<file path="src/design/hri_pkg.sv">
// Purpose: Constants and types for the handler result port block.
// Assumes: 32-bit Avalon-MM register bus, byte addressing, 50 MHz sys_clk.
// Notes: Flag index doubles as the operand code of the custom logic outputs.
//
// Function
// Each accepted trigger assertion starts exactly one measurement.
// Ready output goes high once the measurement has finished.
// End-of-test flag goes high when the conversion completes.
// Handler swaps the component only after end-of-test goes high.
// In binning, the matching bin line of eight goes high (pass).
// Out-of-bin line goes high when the result misses all eight bins.
// In compare, low output asserts when value is below lower limit.
// In compare, high output asserts when value exceeds upper limit.
// Fail output asserts when compare result is high or low.
// Pass output asserts when compare result is inside the limits.
// Result lines are active only with compare or binning selected.
// Port has seventeen logic outputs and one logic input.
// Each custom output shows its active level when its condition holds.
// Clear mode: results drop at end-of-test fall, new ones at its rise.
// Hold mode: previous results stay until the current test completes.
// Custom condition joins two operands by OR, AND, or OFF (first only).
// Each custom output has a selectable active level, high or low.
// Trigger is synchronised and acted on once per rising edge.
package hri_pkg;

  // Register byte offsets
  localparam logic [6:0] HRI_OFF_CTRL = 7'h00;
  localparam logic [6:0] HRI_OFF_UD1 = 7'h04;
  localparam logic [6:0] HRI_OFF_UD2 = 7'h08;
  localparam logic [6:0] HRI_OFF_STATUS = 7'h0C;
  localparam logic [6:0] HRI_OFF_CMPLO = 7'h10;
  localparam logic [6:0] HRI_OFF_CMPHI = 7'h14;
  localparam logic [6:0] HRI_OFF_VALUE = 7'h18;
  localparam logic [6:0] HRI_OFF_BIN = 7'h20;
  localparam logic [6:0] HRI_OFF_BINEND = 7'h60;

  // Control register fields
  localparam int HRI_CTRL_FUNC_LSB = 0;
  localparam int HRI_CTRL_HOLD_BIT = 4;
  localparam logic [1:0] HRI_FUNC_OFF = 2'h0;
  localparam logic [1:0] HRI_FUNC_CMP = 2'h1;
  localparam logic [1:0] HRI_FUNC_BIN = 2'h2;

  // Custom logic config fields
  localparam int HRI_UD_OP1_LSB = 0;
  localparam int HRI_UD_OP2_LSB = 4;
  localparam int HRI_UD_OPER_LSB = 8;
  localparam int HRI_UD_ACT_BIT = 12;
  localparam logic [1:0] HRI_OPER_OFF = 2'h0;
  localparam logic [1:0] HRI_OPER_OR = 2'h1;
  localparam logic [1:0] HRI_OPER_AND = 2'h2;

  // Status register fields
  localparam int HRI_ST_READY_BIT = 0;
  localparam int HRI_ST_ENDTEST_BIT = 1;
  localparam int HRI_ST_BUSY_BIT = 2;
  localparam int HRI_ST_FLAG_LSB = 8;

  // Result flag positions, also the operand codes
  localparam int HRI_NFLAG = 13;
  localparam int HRI_FLG_FAIL = 0;
  localparam int HRI_FLG_PASS = 1;
  localparam int HRI_FLG_LOW = 2;
  localparam int HRI_FLG_HIGH = 3;
  localparam int HRI_FLG_BOUT = 4;
  localparam int HRI_FLG_BIN0 = 5;
  localparam int HRI_NBIN = 8;

  // Reset values
  localparam logic [31:0] HRI_RST_CTRL = 32'h0000_0000;
  localparam logic [31:0] HRI_RST_UD = 32'h0000_1000;
  localparam logic [31:0] HRI_RST_LIMIT = 32'h0000_0000;

  typedef enum logic [1:0] {ST_IDLE, ST_CONV, ST_FINISH} hri_state_e;

endpackage : hri_pkg

</file>
<file path="src/design/hri_res_if.sv">
// Purpose: Carries the raw result flags from the grader to the custom logic.
// Assumes: Flags are registered by the source.
// Notes: One source, any number of sinks.
`timescale 1ns/100ps
interface hri_res_if;
  import hri_pkg::*;
  logic [HRI_NFLAG-1:0] flags;
  logic active;

  modport src (output flags, output active);
  modport sink (input flags, input active);
endinterface : hri_res_if

</file>
<file path="src/design/hri_top.sv">
// Purpose: Handler result port: trigger in, status and grading lines out.
// Assumes: Measurement core answers measStart with convDone, then measDone.
// Notes: Registers over Avalon-MM; every access takes one wait cycle.
`timescale 1ns/100ps
module hri_top
  import hri_pkg::*;
(
  input wire logic sys_clk,
  input wire logic rst,
  input wire logic [6:0] avs_address,
  input wire logic avs_read,
  input wire logic avs_write,
  input wire logic [31:0] avs_writedata,
  input wire logic [3:0] avs_byteenable,
  output logic [31:0] avs_readdata,
  output logic avs_waitrequest,
  input wire logic handlerTrigger,
  output logic measStart,
  input wire logic convDone,
  input wire logic measDone,
  input wire logic [31:0] measValue,
  output logic handlerReady,
  output logic endOfTestFlag,
  output logic failOut,
  output logic passOut,
  output logic lowOut,
  output logic highOut,
  output logic [HRI_NBIN-1:0] binGradeOut,
  output logic outOfBinOut,
  output logic customLogicOut1,
  output logic customLogicOut2
);

  // Byte-enable merge for register writes
  function automatic logic [31:0] beMerge(input logic [31:0] old,
                                          input logic [31:0] wd,
                                          input logic [3:0] be);
    logic [31:0] r;
    r = old;
    for (int i = 0; i < 4; i++) begin
      if (be[i]) begin
        r[8*i +: 8] = wd[8*i +: 8];
      end
    end
    return r;
  endfunction : beMerge

  // Configuration registers
  logic [31:0] ctrl_q;
  logic [31:0] ud1_q;
  logic [31:0] ud2_q;
  logic [31:0] cmpLo_q;
  logic [31:0] cmpHi_q;
  logic [31:0] binLo_q [HRI_NBIN];
  logic [31:0] binHi_q [HRI_NBIN];

  // Bus slave state
  logic ack_q;
  logic [31:0] rdData_q;
  logic req;
  logic wrEn;

  // Decode wires
  logic aligned;
  logic selCtrl;
  logic selUd1;
  logic selUd2;
  logic selStatus;
  logic selCmpLo;
  logic selCmpHi;
  logic selValue;
  logic selBin;
  logic [6:0] binOff;
  logic [2:0] binIdx;
  logic binIsHi;
  logic [31:0] rdMux;
  logic [31:0] statusWord;

  // Trigger path
  logic trigMeta_q;
  logic trigSync_q;
  logic trigPrev_q;
  logic trigRise;

  // Measurement sequence
  hri_state_e state_q;
  hri_state_e state_d;
  logic startMeas;
  logic measStart_q;
  logic ready_q;
  logic endOfTest_q;
  logic [31:0] value_q;

  // Grading
  logic [1:0] func;
  logic holdMode;
  logic cmpSel;
  logic binSel;
  logic gradeActive;
  logic isLow;
  logic isHigh;
  logic [HRI_NBIN-1:0] inBin;
  logic [HRI_NBIN-1:0] binFirst;
  logic [HRI_NFLAG-1:0] gradeNow;
  logic [HRI_NFLAG-1:0] flags_q;

  // Output registers
  logic failOut_q;
  logic passOut_q;
  logic lowOut_q;
  logic highOut_q;
  logic [HRI_NBIN-1:0] binOut_q;
  logic outOfBin_q;

  hri_res_if resBus ();

  // Address decode
  assign req = avs_read | avs_write;
  assign aligned = (avs_address[1:0] == 2'h0);
  assign selCtrl = aligned & (avs_address == HRI_OFF_CTRL);
  assign selUd1 = aligned & (avs_address == HRI_OFF_UD1);
  assign selUd2 = aligned & (avs_address == HRI_OFF_UD2);
  assign selStatus = aligned & (avs_address == HRI_OFF_STATUS);
  assign selCmpLo = aligned & (avs_address == HRI_OFF_CMPLO);
  assign selCmpHi = aligned & (avs_address == HRI_OFF_CMPHI);
  assign selValue = aligned & (avs_address == HRI_OFF_VALUE);
  assign selBin = aligned & (avs_address >= HRI_OFF_BIN) &
                  (avs_address < HRI_OFF_BINEND);
  assign binOff = avs_address - HRI_OFF_BIN;
  assign binIdx = binOff[5:3];
  assign binIsHi = binOff[2];

  // One wait cycle, then the access completes
  assign avs_waitrequest = req & ~ack_q;
  assign wrEn = avs_write & ack_q;
  assign avs_readdata = rdData_q;

  // Status word shows sequence and latched results
  always_comb begin
    statusWord = 32'h0000_0000;
    statusWord[HRI_ST_READY_BIT] = ready_q;
    statusWord[HRI_ST_ENDTEST_BIT] = endOfTest_q;
    statusWord[HRI_ST_BUSY_BIT] = (state_q != ST_IDLE);
    statusWord[HRI_ST_FLAG_LSB +: HRI_NFLAG] = flags_q;
  end

  // Read selection, unmapped reads return zero
  assign rdMux = selCtrl ? ctrl_q :
                 selUd1 ? ud1_q :
                 selUd2 ? ud2_q :
                 selStatus ? statusWord :
                 selCmpLo ? cmpLo_q :
                 selCmpHi ? cmpHi_q :
                 selValue ? value_q :
                 selBin ? (binIsHi ? binHi_q[binIdx] : binLo_q[binIdx]) :
                 32'h0000_0000;

  // Bus handshake and read data
  always_ff @(posedge sys_clk) begin
    if (rst) begin
      ack_q <= 1'b0;
      rdData_q <= 32'h0000_0000;
    end else begin
      ack_q <= req & ~ack_q;
      if (avs_read & ~ack_q) begin
        rdData_q <= rdMux;
      end
    end
  end

  // Writable registers, unmapped writes are dropped
  always_ff @(posedge sys_clk) begin
    if (rst) begin
      ctrl_q <= HRI_RST_CTRL;
      ud1_q <= HRI_RST_UD;
      ud2_q <= HRI_RST_UD;
      cmpLo_q <= HRI_RST_LIMIT;
      cmpHi_q <= HRI_RST_LIMIT;
      for (int i = 0; i < HRI_NBIN; i++) begin
        binLo_q[i] <= HRI_RST_LIMIT;
        binHi_q[i] <= HRI_RST_LIMIT;
      end
    end else if (wrEn) begin
      if (selCtrl) ctrl_q <= beMerge(ctrl_q, avs_writedata, avs_byteenable);
      if (selUd1) ud1_q <= beMerge(ud1_q, avs_writedata, avs_byteenable);
      if (selUd2) ud2_q <= beMerge(ud2_q, avs_writedata, avs_byteenable);
      if (selCmpLo) cmpLo_q <= beMerge(cmpLo_q, avs_writedata, avs_byteenable);
      if (selCmpHi) cmpHi_q <= beMerge(cmpHi_q, avs_writedata, avs_byteenable);
      if (selBin & binIsHi) begin
        binHi_q[binIdx] <= beMerge(binHi_q[binIdx], avs_writedata,
                                   avs_byteenable);
      end
      if (selBin & ~binIsHi) begin
        binLo_q[binIdx] <= beMerge(binLo_q[binIdx], avs_writedata,
                                   avs_byteenable);
      end
    end
  end

  // Trigger synchroniser and edge detect on the settled stage
  always_ff @(posedge sys_clk) begin
    if (rst) begin
      trigMeta_q <= 1'b0;
      trigSync_q <= 1'b0;
      trigPrev_q <= 1'b0;
    end else begin
      trigMeta_q <= handlerTrigger;
      trigSync_q <= trigMeta_q;
      trigPrev_q <= trigSync_q;
    end
  end

  assign trigRise = trigSync_q & ~trigPrev_q;

  // A trigger counts only while idle, so one edge gives one measurement
  assign startMeas = (state_q == ST_IDLE) & trigRise;

  // Measurement sequencer
  always_comb begin
    state_d = state_q;
    unique case (state_q)
      ST_IDLE: begin
        if (startMeas) state_d = ST_CONV;
      end
      ST_CONV: begin
        if (convDone & measDone) state_d = ST_IDLE;
        else if (convDone) state_d = ST_FINISH;
      end
      ST_FINISH: begin
        if (measDone) state_d = ST_IDLE;
      end
    endcase
  end

  // Control fields
  assign func = ctrl_q[HRI_CTRL_FUNC_LSB +: 2];
  assign holdMode = ctrl_q[HRI_CTRL_HOLD_BIT];
  assign cmpSel = (func == HRI_FUNC_CMP);
  assign binSel = (func == HRI_FUNC_BIN);
  assign gradeActive = cmpSel | binSel;

  // Compare judgement on the converted value
  assign isLow = (measValue < cmpLo_q);
  assign isHigh = (measValue > cmpHi_q);

  // Bin range match, lowest matching bin wins
  always_comb begin
    binFirst = '0;
    for (int i = HRI_NBIN - 1; i >= 0; i--) begin
      inBin[i] = (measValue >= binLo_q[i]) & (measValue <= binHi_q[i]);
      if (inBin[i]) binFirst = 8'h01 << i;
    end
  end

  // Raw flags of the test that is completing now
  always_comb begin
    gradeNow = '0;
    gradeNow[HRI_FLG_LOW] = isLow;
    gradeNow[HRI_FLG_HIGH] = isHigh;
    gradeNow[HRI_FLG_FAIL] = isLow | isHigh;
    gradeNow[HRI_FLG_PASS] = ~(isLow | isHigh);
    gradeNow[HRI_FLG_BIN0 +: HRI_NBIN] = binFirst;
    gradeNow[HRI_FLG_BOUT] = (inBin == 8'h00);
  end

  // Sequence registers, end-of-test and result latch
  always_ff @(posedge sys_clk) begin
    if (rst) begin
      state_q <= ST_IDLE;
      measStart_q <= 1'b0;
      ready_q <= 1'b1;
      endOfTest_q <= 1'b1;
      value_q <= 32'h0000_0000;
      flags_q <= '0;
    end else begin
      state_q <= state_d;
      measStart_q <= startMeas;
      if (startMeas) begin
        ready_q <= 1'b0;
        endOfTest_q <= 1'b0;
        if (!holdMode) flags_q <= '0;
      end
      if ((state_q == ST_CONV) & convDone) begin
        endOfTest_q <= 1'b1;
        value_q <= measValue;
        flags_q <= gradeNow;
      end
      if ((state_q != ST_IDLE) & (state_d == ST_IDLE)) begin
        ready_q <= 1'b1;
      end
    end
  end

  // Pin registers gated by the selected function
  always_ff @(posedge sys_clk) begin
    if (rst) begin
      failOut_q <= 1'b0;
      passOut_q <= 1'b0;
      lowOut_q <= 1'b0;
      highOut_q <= 1'b0;
      binOut_q <= '0;
      outOfBin_q <= 1'b0;
    end else begin
      failOut_q <= cmpSel & flags_q[HRI_FLG_FAIL];
      passOut_q <= cmpSel & flags_q[HRI_FLG_PASS];
      lowOut_q <= cmpSel & flags_q[HRI_FLG_LOW];
      highOut_q <= cmpSel & flags_q[HRI_FLG_HIGH];
      binOut_q <= {HRI_NBIN{binSel}} & flags_q[HRI_FLG_BIN0 +: HRI_NBIN];
      outOfBin_q <= binSel & flags_q[HRI_FLG_BOUT];
    end
  end

  // Flags shared with the custom logic outputs
  assign resBus.flags = flags_q;
  assign resBus.active = gradeActive;

  hri_user_logic userLogic1 (
    .sys_clk(sys_clk),
    .rst(rst),
    .cfg(ud1_q),
    .res(resBus),
    .pinOut(customLogicOut1)
  );

  hri_user_logic userLogic2 (
    .sys_clk(sys_clk),
    .rst(rst),
    .cfg(ud2_q),
    .res(resBus),
    .pinOut(customLogicOut2)
  );

  // Fifteen handler outputs plus the core start strobe
  assign measStart = measStart_q;
  assign handlerReady = ready_q;
  assign endOfTestFlag = endOfTest_q;
  assign failOut = failOut_q;
  assign passOut = passOut_q;
  assign lowOut = lowOut_q;
  assign highOut = highOut_q;
  assign binGradeOut = binOut_q;
  assign outOfBinOut = outOfBin_q;

endmodule : hri_top

</file>
<file path="src/design/hri_user_logic.sv">
// Purpose: One custom logic output built from two result operands.
// Assumes: Config is static between tests; flags come registered.
// Notes: Operand codes above the last flag read as false.
`timescale 1ns/100ps
module hri_user_logic
  import hri_pkg::*;
(
  input wire logic sys_clk,
  input wire logic rst,
  input wire logic [31:0] cfg,
  hri_res_if.sink res,
  output logic pinOut
);

  logic [3:0] op1;
  logic [3:0] op2;
  logic [1:0] oper;
  logic activeHigh;
  logic val1;
  logic val2;
  logic condTrue;
  logic pinOut_q;
  logic pinOut_d;

  // Field split of the config word
  assign op1 = cfg[HRI_UD_OP1_LSB +: 4];
  assign op2 = cfg[HRI_UD_OP2_LSB +: 4];
  assign oper = cfg[HRI_UD_OPER_LSB +: 2];
  assign activeHigh = cfg[HRI_UD_ACT_BIT];

  // Operand selection from the result flags
  assign val1 = (int'(op1) < HRI_NFLAG) ? res.flags[op1] : 1'b0;
  assign val2 = (int'(op2) < HRI_NFLAG) ? res.flags[op2] : 1'b0;

  // Operator, unused code behaves as OFF
  assign condTrue = (oper == HRI_OPER_OR) ? (val1 | val2) :
                    (oper == HRI_OPER_AND) ? (val1 & val2) :
                    val1;

  // Active level applied while a grading function is selected
  assign pinOut_d = (res.active & condTrue) ? activeHigh : ~activeHigh;

  // Output register
  always_ff @(posedge sys_clk) begin
    if (rst) begin
      pinOut_q <= 1'b0;
    end else begin
      pinOut_q <= pinOut_d;
    end
  end

  assign pinOut = pinOut_q;

endmodule : hri_user_logic

</file>
<file path="config.mk">
export PLATFORM = sky130hd
export DESIGN_NAME = hri_top
export DESIGN_NICKNAME = d
export VERILOG_FILES = /design/src/design/hri_pkg.sv /design/src/design/hri_res_if.sv /design/src/design/hri_top.sv /design/src/design/hri_user_logic.sv
export SDC_FILE = /design/constraint.sdc
export NUM_CORES = 2
export LEC_CHECK = 0
export BUFFER_PORTS_ARGS = -buffer_cell sky130_fd_sc_hd__buf_2
export CAP_MARGIN = 20
export CORE_UTILIZATION = 35
export CTS_BUF_LIST = sky130_fd_sc_hd__clkbuf_8
export DETAILED_ROUTE_END_ITERATION = 12
export SLEW_MARGIN = 20
export SYNTH_ARGS = -nofsm -noshare
export SYNTH_HDL_FRONTEND = slang
export SYNTH_SLANG_ARGS = --single-unit
</file>
<file path="constraint.sdc">
create_clock -name sys_clk -period 7.41 [get_ports sys_clk]
set_input_delay 0.741 -clock sys_clk [delete_from_list [all_inputs] [get_ports sys_clk]]
set_output_delay 0.741 -clock sys_clk [all_outputs]
set_load 0.02 [all_outputs]
</file>
==> run summary <==
WL final = 195000 um
Drt wl/cell = 27.5 um
TritonRoute pass-1 iters = 11
IO Pins = 133
Root buf cell = clkbuf_8
Status = finished, violations left
Final hold vios = 0
Core ar. = 135000 um2
H-tree Lvls = 4
CP startpoint kind = primary input
Final setup viols = 0
Pwr Density = 195 nW/um2
Mean Syn Cell Area = 9.43 um2
Post-synth cell types = 88
TritonCTS clock tree = built
CTS resizes = 0
Mapped Nets = 5720
Worst-margin pin slew = 1120 ps
Fraction of registers with async set/reset = 0%
Initial DRC Count = 5747
Crit path DAT = 5270 ps
Hold Path Class = primary input to flip-flop
Yosys Warn Count = 0
GRT Overall Usage = 27.8%
Antenna viol nets, final = 0
Post-synth EDFFs = 512
Total grt overflow = 0
DP HPWL = 138000 um
Initial antenna violation count = 10
First-pass GRT wire length = 277000 um
DR DRC count = 4
Clk slew on worst S/H paths = 60 ps
Mapped Area = 47700 um2
Largest net degree at the start of global routing = 144
Setup crit end kind = flip-flop
IO buf count = 132
Share of post-route cells with drive strength above 1 = 9.94%
Routability cong. = 1.03
Layout area overhead = 11.8%
# Post-CTS Setup Buffers = 0
MaxCap Viol Count = 0
Vias in the first global route = 39469
Mapped Cells = 5058
Tcrit/Tclk final = 61.8%
DR vias = 41741
Crit path cell chain = buf_4 > buf_4 > clkinv_1 > buf_4 > a221oi_1 > a21oi_1 > a221oi_1 > o21ai_0 > a2111oi_0 > nor4_1
Die area = 138000 um2
F_max = 218 MHz
Num Clock Sinks = 773
Delay of the slowest critical-path stage = 820 ps
Nets = 5880
Slew Limit Fails = 0
FILL cells = 13559
Clk_skew = 33.0 ps
Hold_buf cts = 0
Worst vdd ir = 0.181 mV
Die X = 371 um
Total CTS buffers = 143
Failing checks = DRC
Highest net fanout along the worst path = 37
Setup TNS = 0 ps
Headroom to the max-slew limit = 24.6%
RSZ-0062 raised after global routing = no
Initial core utilization = 35.2%
Min Clock Period, post-route = 4580 ps
Latest clock arrival within the worst-skew pair = 850 ps
Worst setup path class = primary input to flip-flop
Row Count = 135
Most frequent CP cell = buf_4
Vert. Die Dim = 371 um
Top_reg_cell synth = edfxtp_1
Via density = 5.87
Register area share after synthesis = 43.2%
Lkg Pwr = 0.0219 uW
Worst EP required = 8100 ps
Clk buf depth = 3
Synth Register Bits = 773
Tightest hold margin = 126 ps
CP max stage cell = a221oi_1
==> stage by stage <==
step | total power, uW | setup WS [ps] | utilization [%] | std cells | cell area, um2
6_report | 10400 | 2830 | 39.4 | 7113 | 53300
5_1_grt | 10700 | 2960 | 39.4 | 7112 | 53300
4_1_cts | 10300 | 3070 | 39.4 | 7110 | 53300
3_5_place_dp | 6400 | 2180 | 37.4 | 6853 | 50600
3_3_place_gp | 6370 | 2220 | 37.4 | 6851 | 50600
2_1_floorplan | 5690 | 4030 | - | 5058 | 47700
==> synth_stat cells (all sizes together) (29+ instances only) <==
cell | count | share of area (%)
nor2 | 782 | 6.2
inv | 594 | 4.7
ha | 580 | 15
edfxtp | 512 | 32
nand2 | 402 | 3.2
a21oi | 328 | 3.5
dfxtp | 261 | 11
o21ai | 223 | 2.3
clkbuf | 159 | 1.3
mux2i | 152 | 3.2
nand4 | 104 | 1.4
a21o | 84 | 1.3
nand3 | 79 | 0.83
a221oi | 75 | 1.4
a22oi | 75 | 1.2
nand2b | 66 | 0.87
buf | 50 | 0.54
nor3 | 35 | 0.39
mux4 | 33 | 1.6
nor2b | 33 | 0.43
a211oi | 32 | 0.51
nor4 | 32 | 0.49
a221o | 31 | 0.65
mux2 | 29 | 0.68
==> state kept, by name, indices dropped and copies added, names as in the netlist, 2 cells and up <==
signal and flops:
state_q 2, value_q 32, binLo_q 256, ctrl_q 32, avs_readdata 32, ud1_q 32, binHi_q 256, flags_q 13
ud2_q 32, cmpLo_q 32, binGradeOut 8, cmpHi_q 32
==> where the power goes <==
group	switching, uW	total, uW	leakage [uW]	internal [uW]
combinational	1130	1590	0.0130	465
sequential	88.1	4790	0.00741	4700
clock	1970	4010	0.00155	2040
total	3180	10400	0.0219	7210
==> path summary, 6_finish.rpt <==
path | from | to | slack, ps | cells after the start
setup reg to reg | binLo_q[0][15]$_SDFFCE_PN0P_ | flags_q[12]$_SDFFE_PP0P_ | 3370 | 9
hold reg to reg | trigMeta_q$_SDFF_PP0_ | trigSync_q$_SDFF_PP0_ | 450 | 1
hold / removal | handlerTrigger | trigMeta_q$_SDFF_PP0_ | 130 | 2
setup / recovery | avs_address[4] | avs_readdata[26]$_SDFFE_PP0P_ | 2830 | 10
==> routing by layer <==
layer  wire [um]  track usage, %  vias up  share of wire (%)
met2       83500            41.8     2581                 43
met5          67               0        -              0.034
li1            -               -    18421                  -
met1       79100            37.0    20237                 40
met4       10200            13.2       12                5.2
met3       22700            7.21      490                 12
==> cell usage in the layout (no fill, tap or decap), types with 14 or more instances in the layout <==
master / synthesis / final
o22ai_1: 15 / 15
nor3_1: 33 / 30
mux2_2: 25 / 25
nand2b_1: 66 / 50
a22o_1: 17 / 17
mux2i_1: 152 / 152
edfxtp_1: 512 / 512
o21ai_0: 154 / 152
clkbuf_8: 0 / 160
dfxtp_1: 261 / 261
o211ai_1: 22 / 22
buf_4: 5 / 91
a31oi_1: 16 / 16
buf_2: 33 / 128
mux4_2: 33 / 33
a21oi_1: 327 / 327
nand3_1: 79 / 79
nor2_1: 778 / 774
inv_1: 593 / 649
a221oi_1: 75 / 75
a211oi_1: 31 / 31
clkinv_1: 1 / 15
a22oi_1: 75 / 75
nand2_1: 401 / 401
o221ai_1: 21 / 21
nand4_1: 104 / 104
nor2b_1: 33 / 29
a221o_1: 31 / 31
nor4_1: 28 / 24
o21a_1: 14 / 14
or3_1: 21 / 21
ha_1: 580 / 580
and2_1: 20 / 20
o21ai_1: 69 / 71
and3_1: 17 / 17
a21o_1: 84 / 84
==> logic make-up (layout without fill, tap and decap cells) <==
| kind of cell | count (synthesis) | in the layout | share of synthesized area (%) |
|---|---|---|---|
| compound gates | 1058 | 1058 | 14.5 |
| xor+xnor | 3 | 3 | 0.0551 |
| fa+ha+maj | 580 | 580 | 15.2 |
| buf+inv | 804 | 1076 | 6.47 |
| flops | 773 | 773 | 43.2 |
| mux | 214 | 214 | 5.44 |
| other cells | 0 | 2 | 0 |
| simple gates | 1626 | 1626 | 15.1 |
==> critical path: cells and delay by family <==
family | cells | cell delay [ps]
AO/OA/AOI/OAI | 5 | 2510
buffers and inverters | 4 | 1820
AND/OR/NAND/NOR | 1 | 90
==> area by class of cell <==
type | instances | area, um2 | share of cell area (%)
Antenna cell | 2 | 5.00 | 0.00939
Clock buffer | 159 | 2190 | 4.10
Clock inverter | 98 | 495 | 0.929
Inverter | 595 | 2230 | 4.19
Multi-Input combinational cell | 3481 | 24200 | 45.3
Sequential cell | 773 | 20600 | 38.6
Tap cell | 1781 | 2230 | 4.18
Timing Repair Buffer | 224 | 1390 | 2.61
No activity file was read; power rests on OpenSTA's default activity.
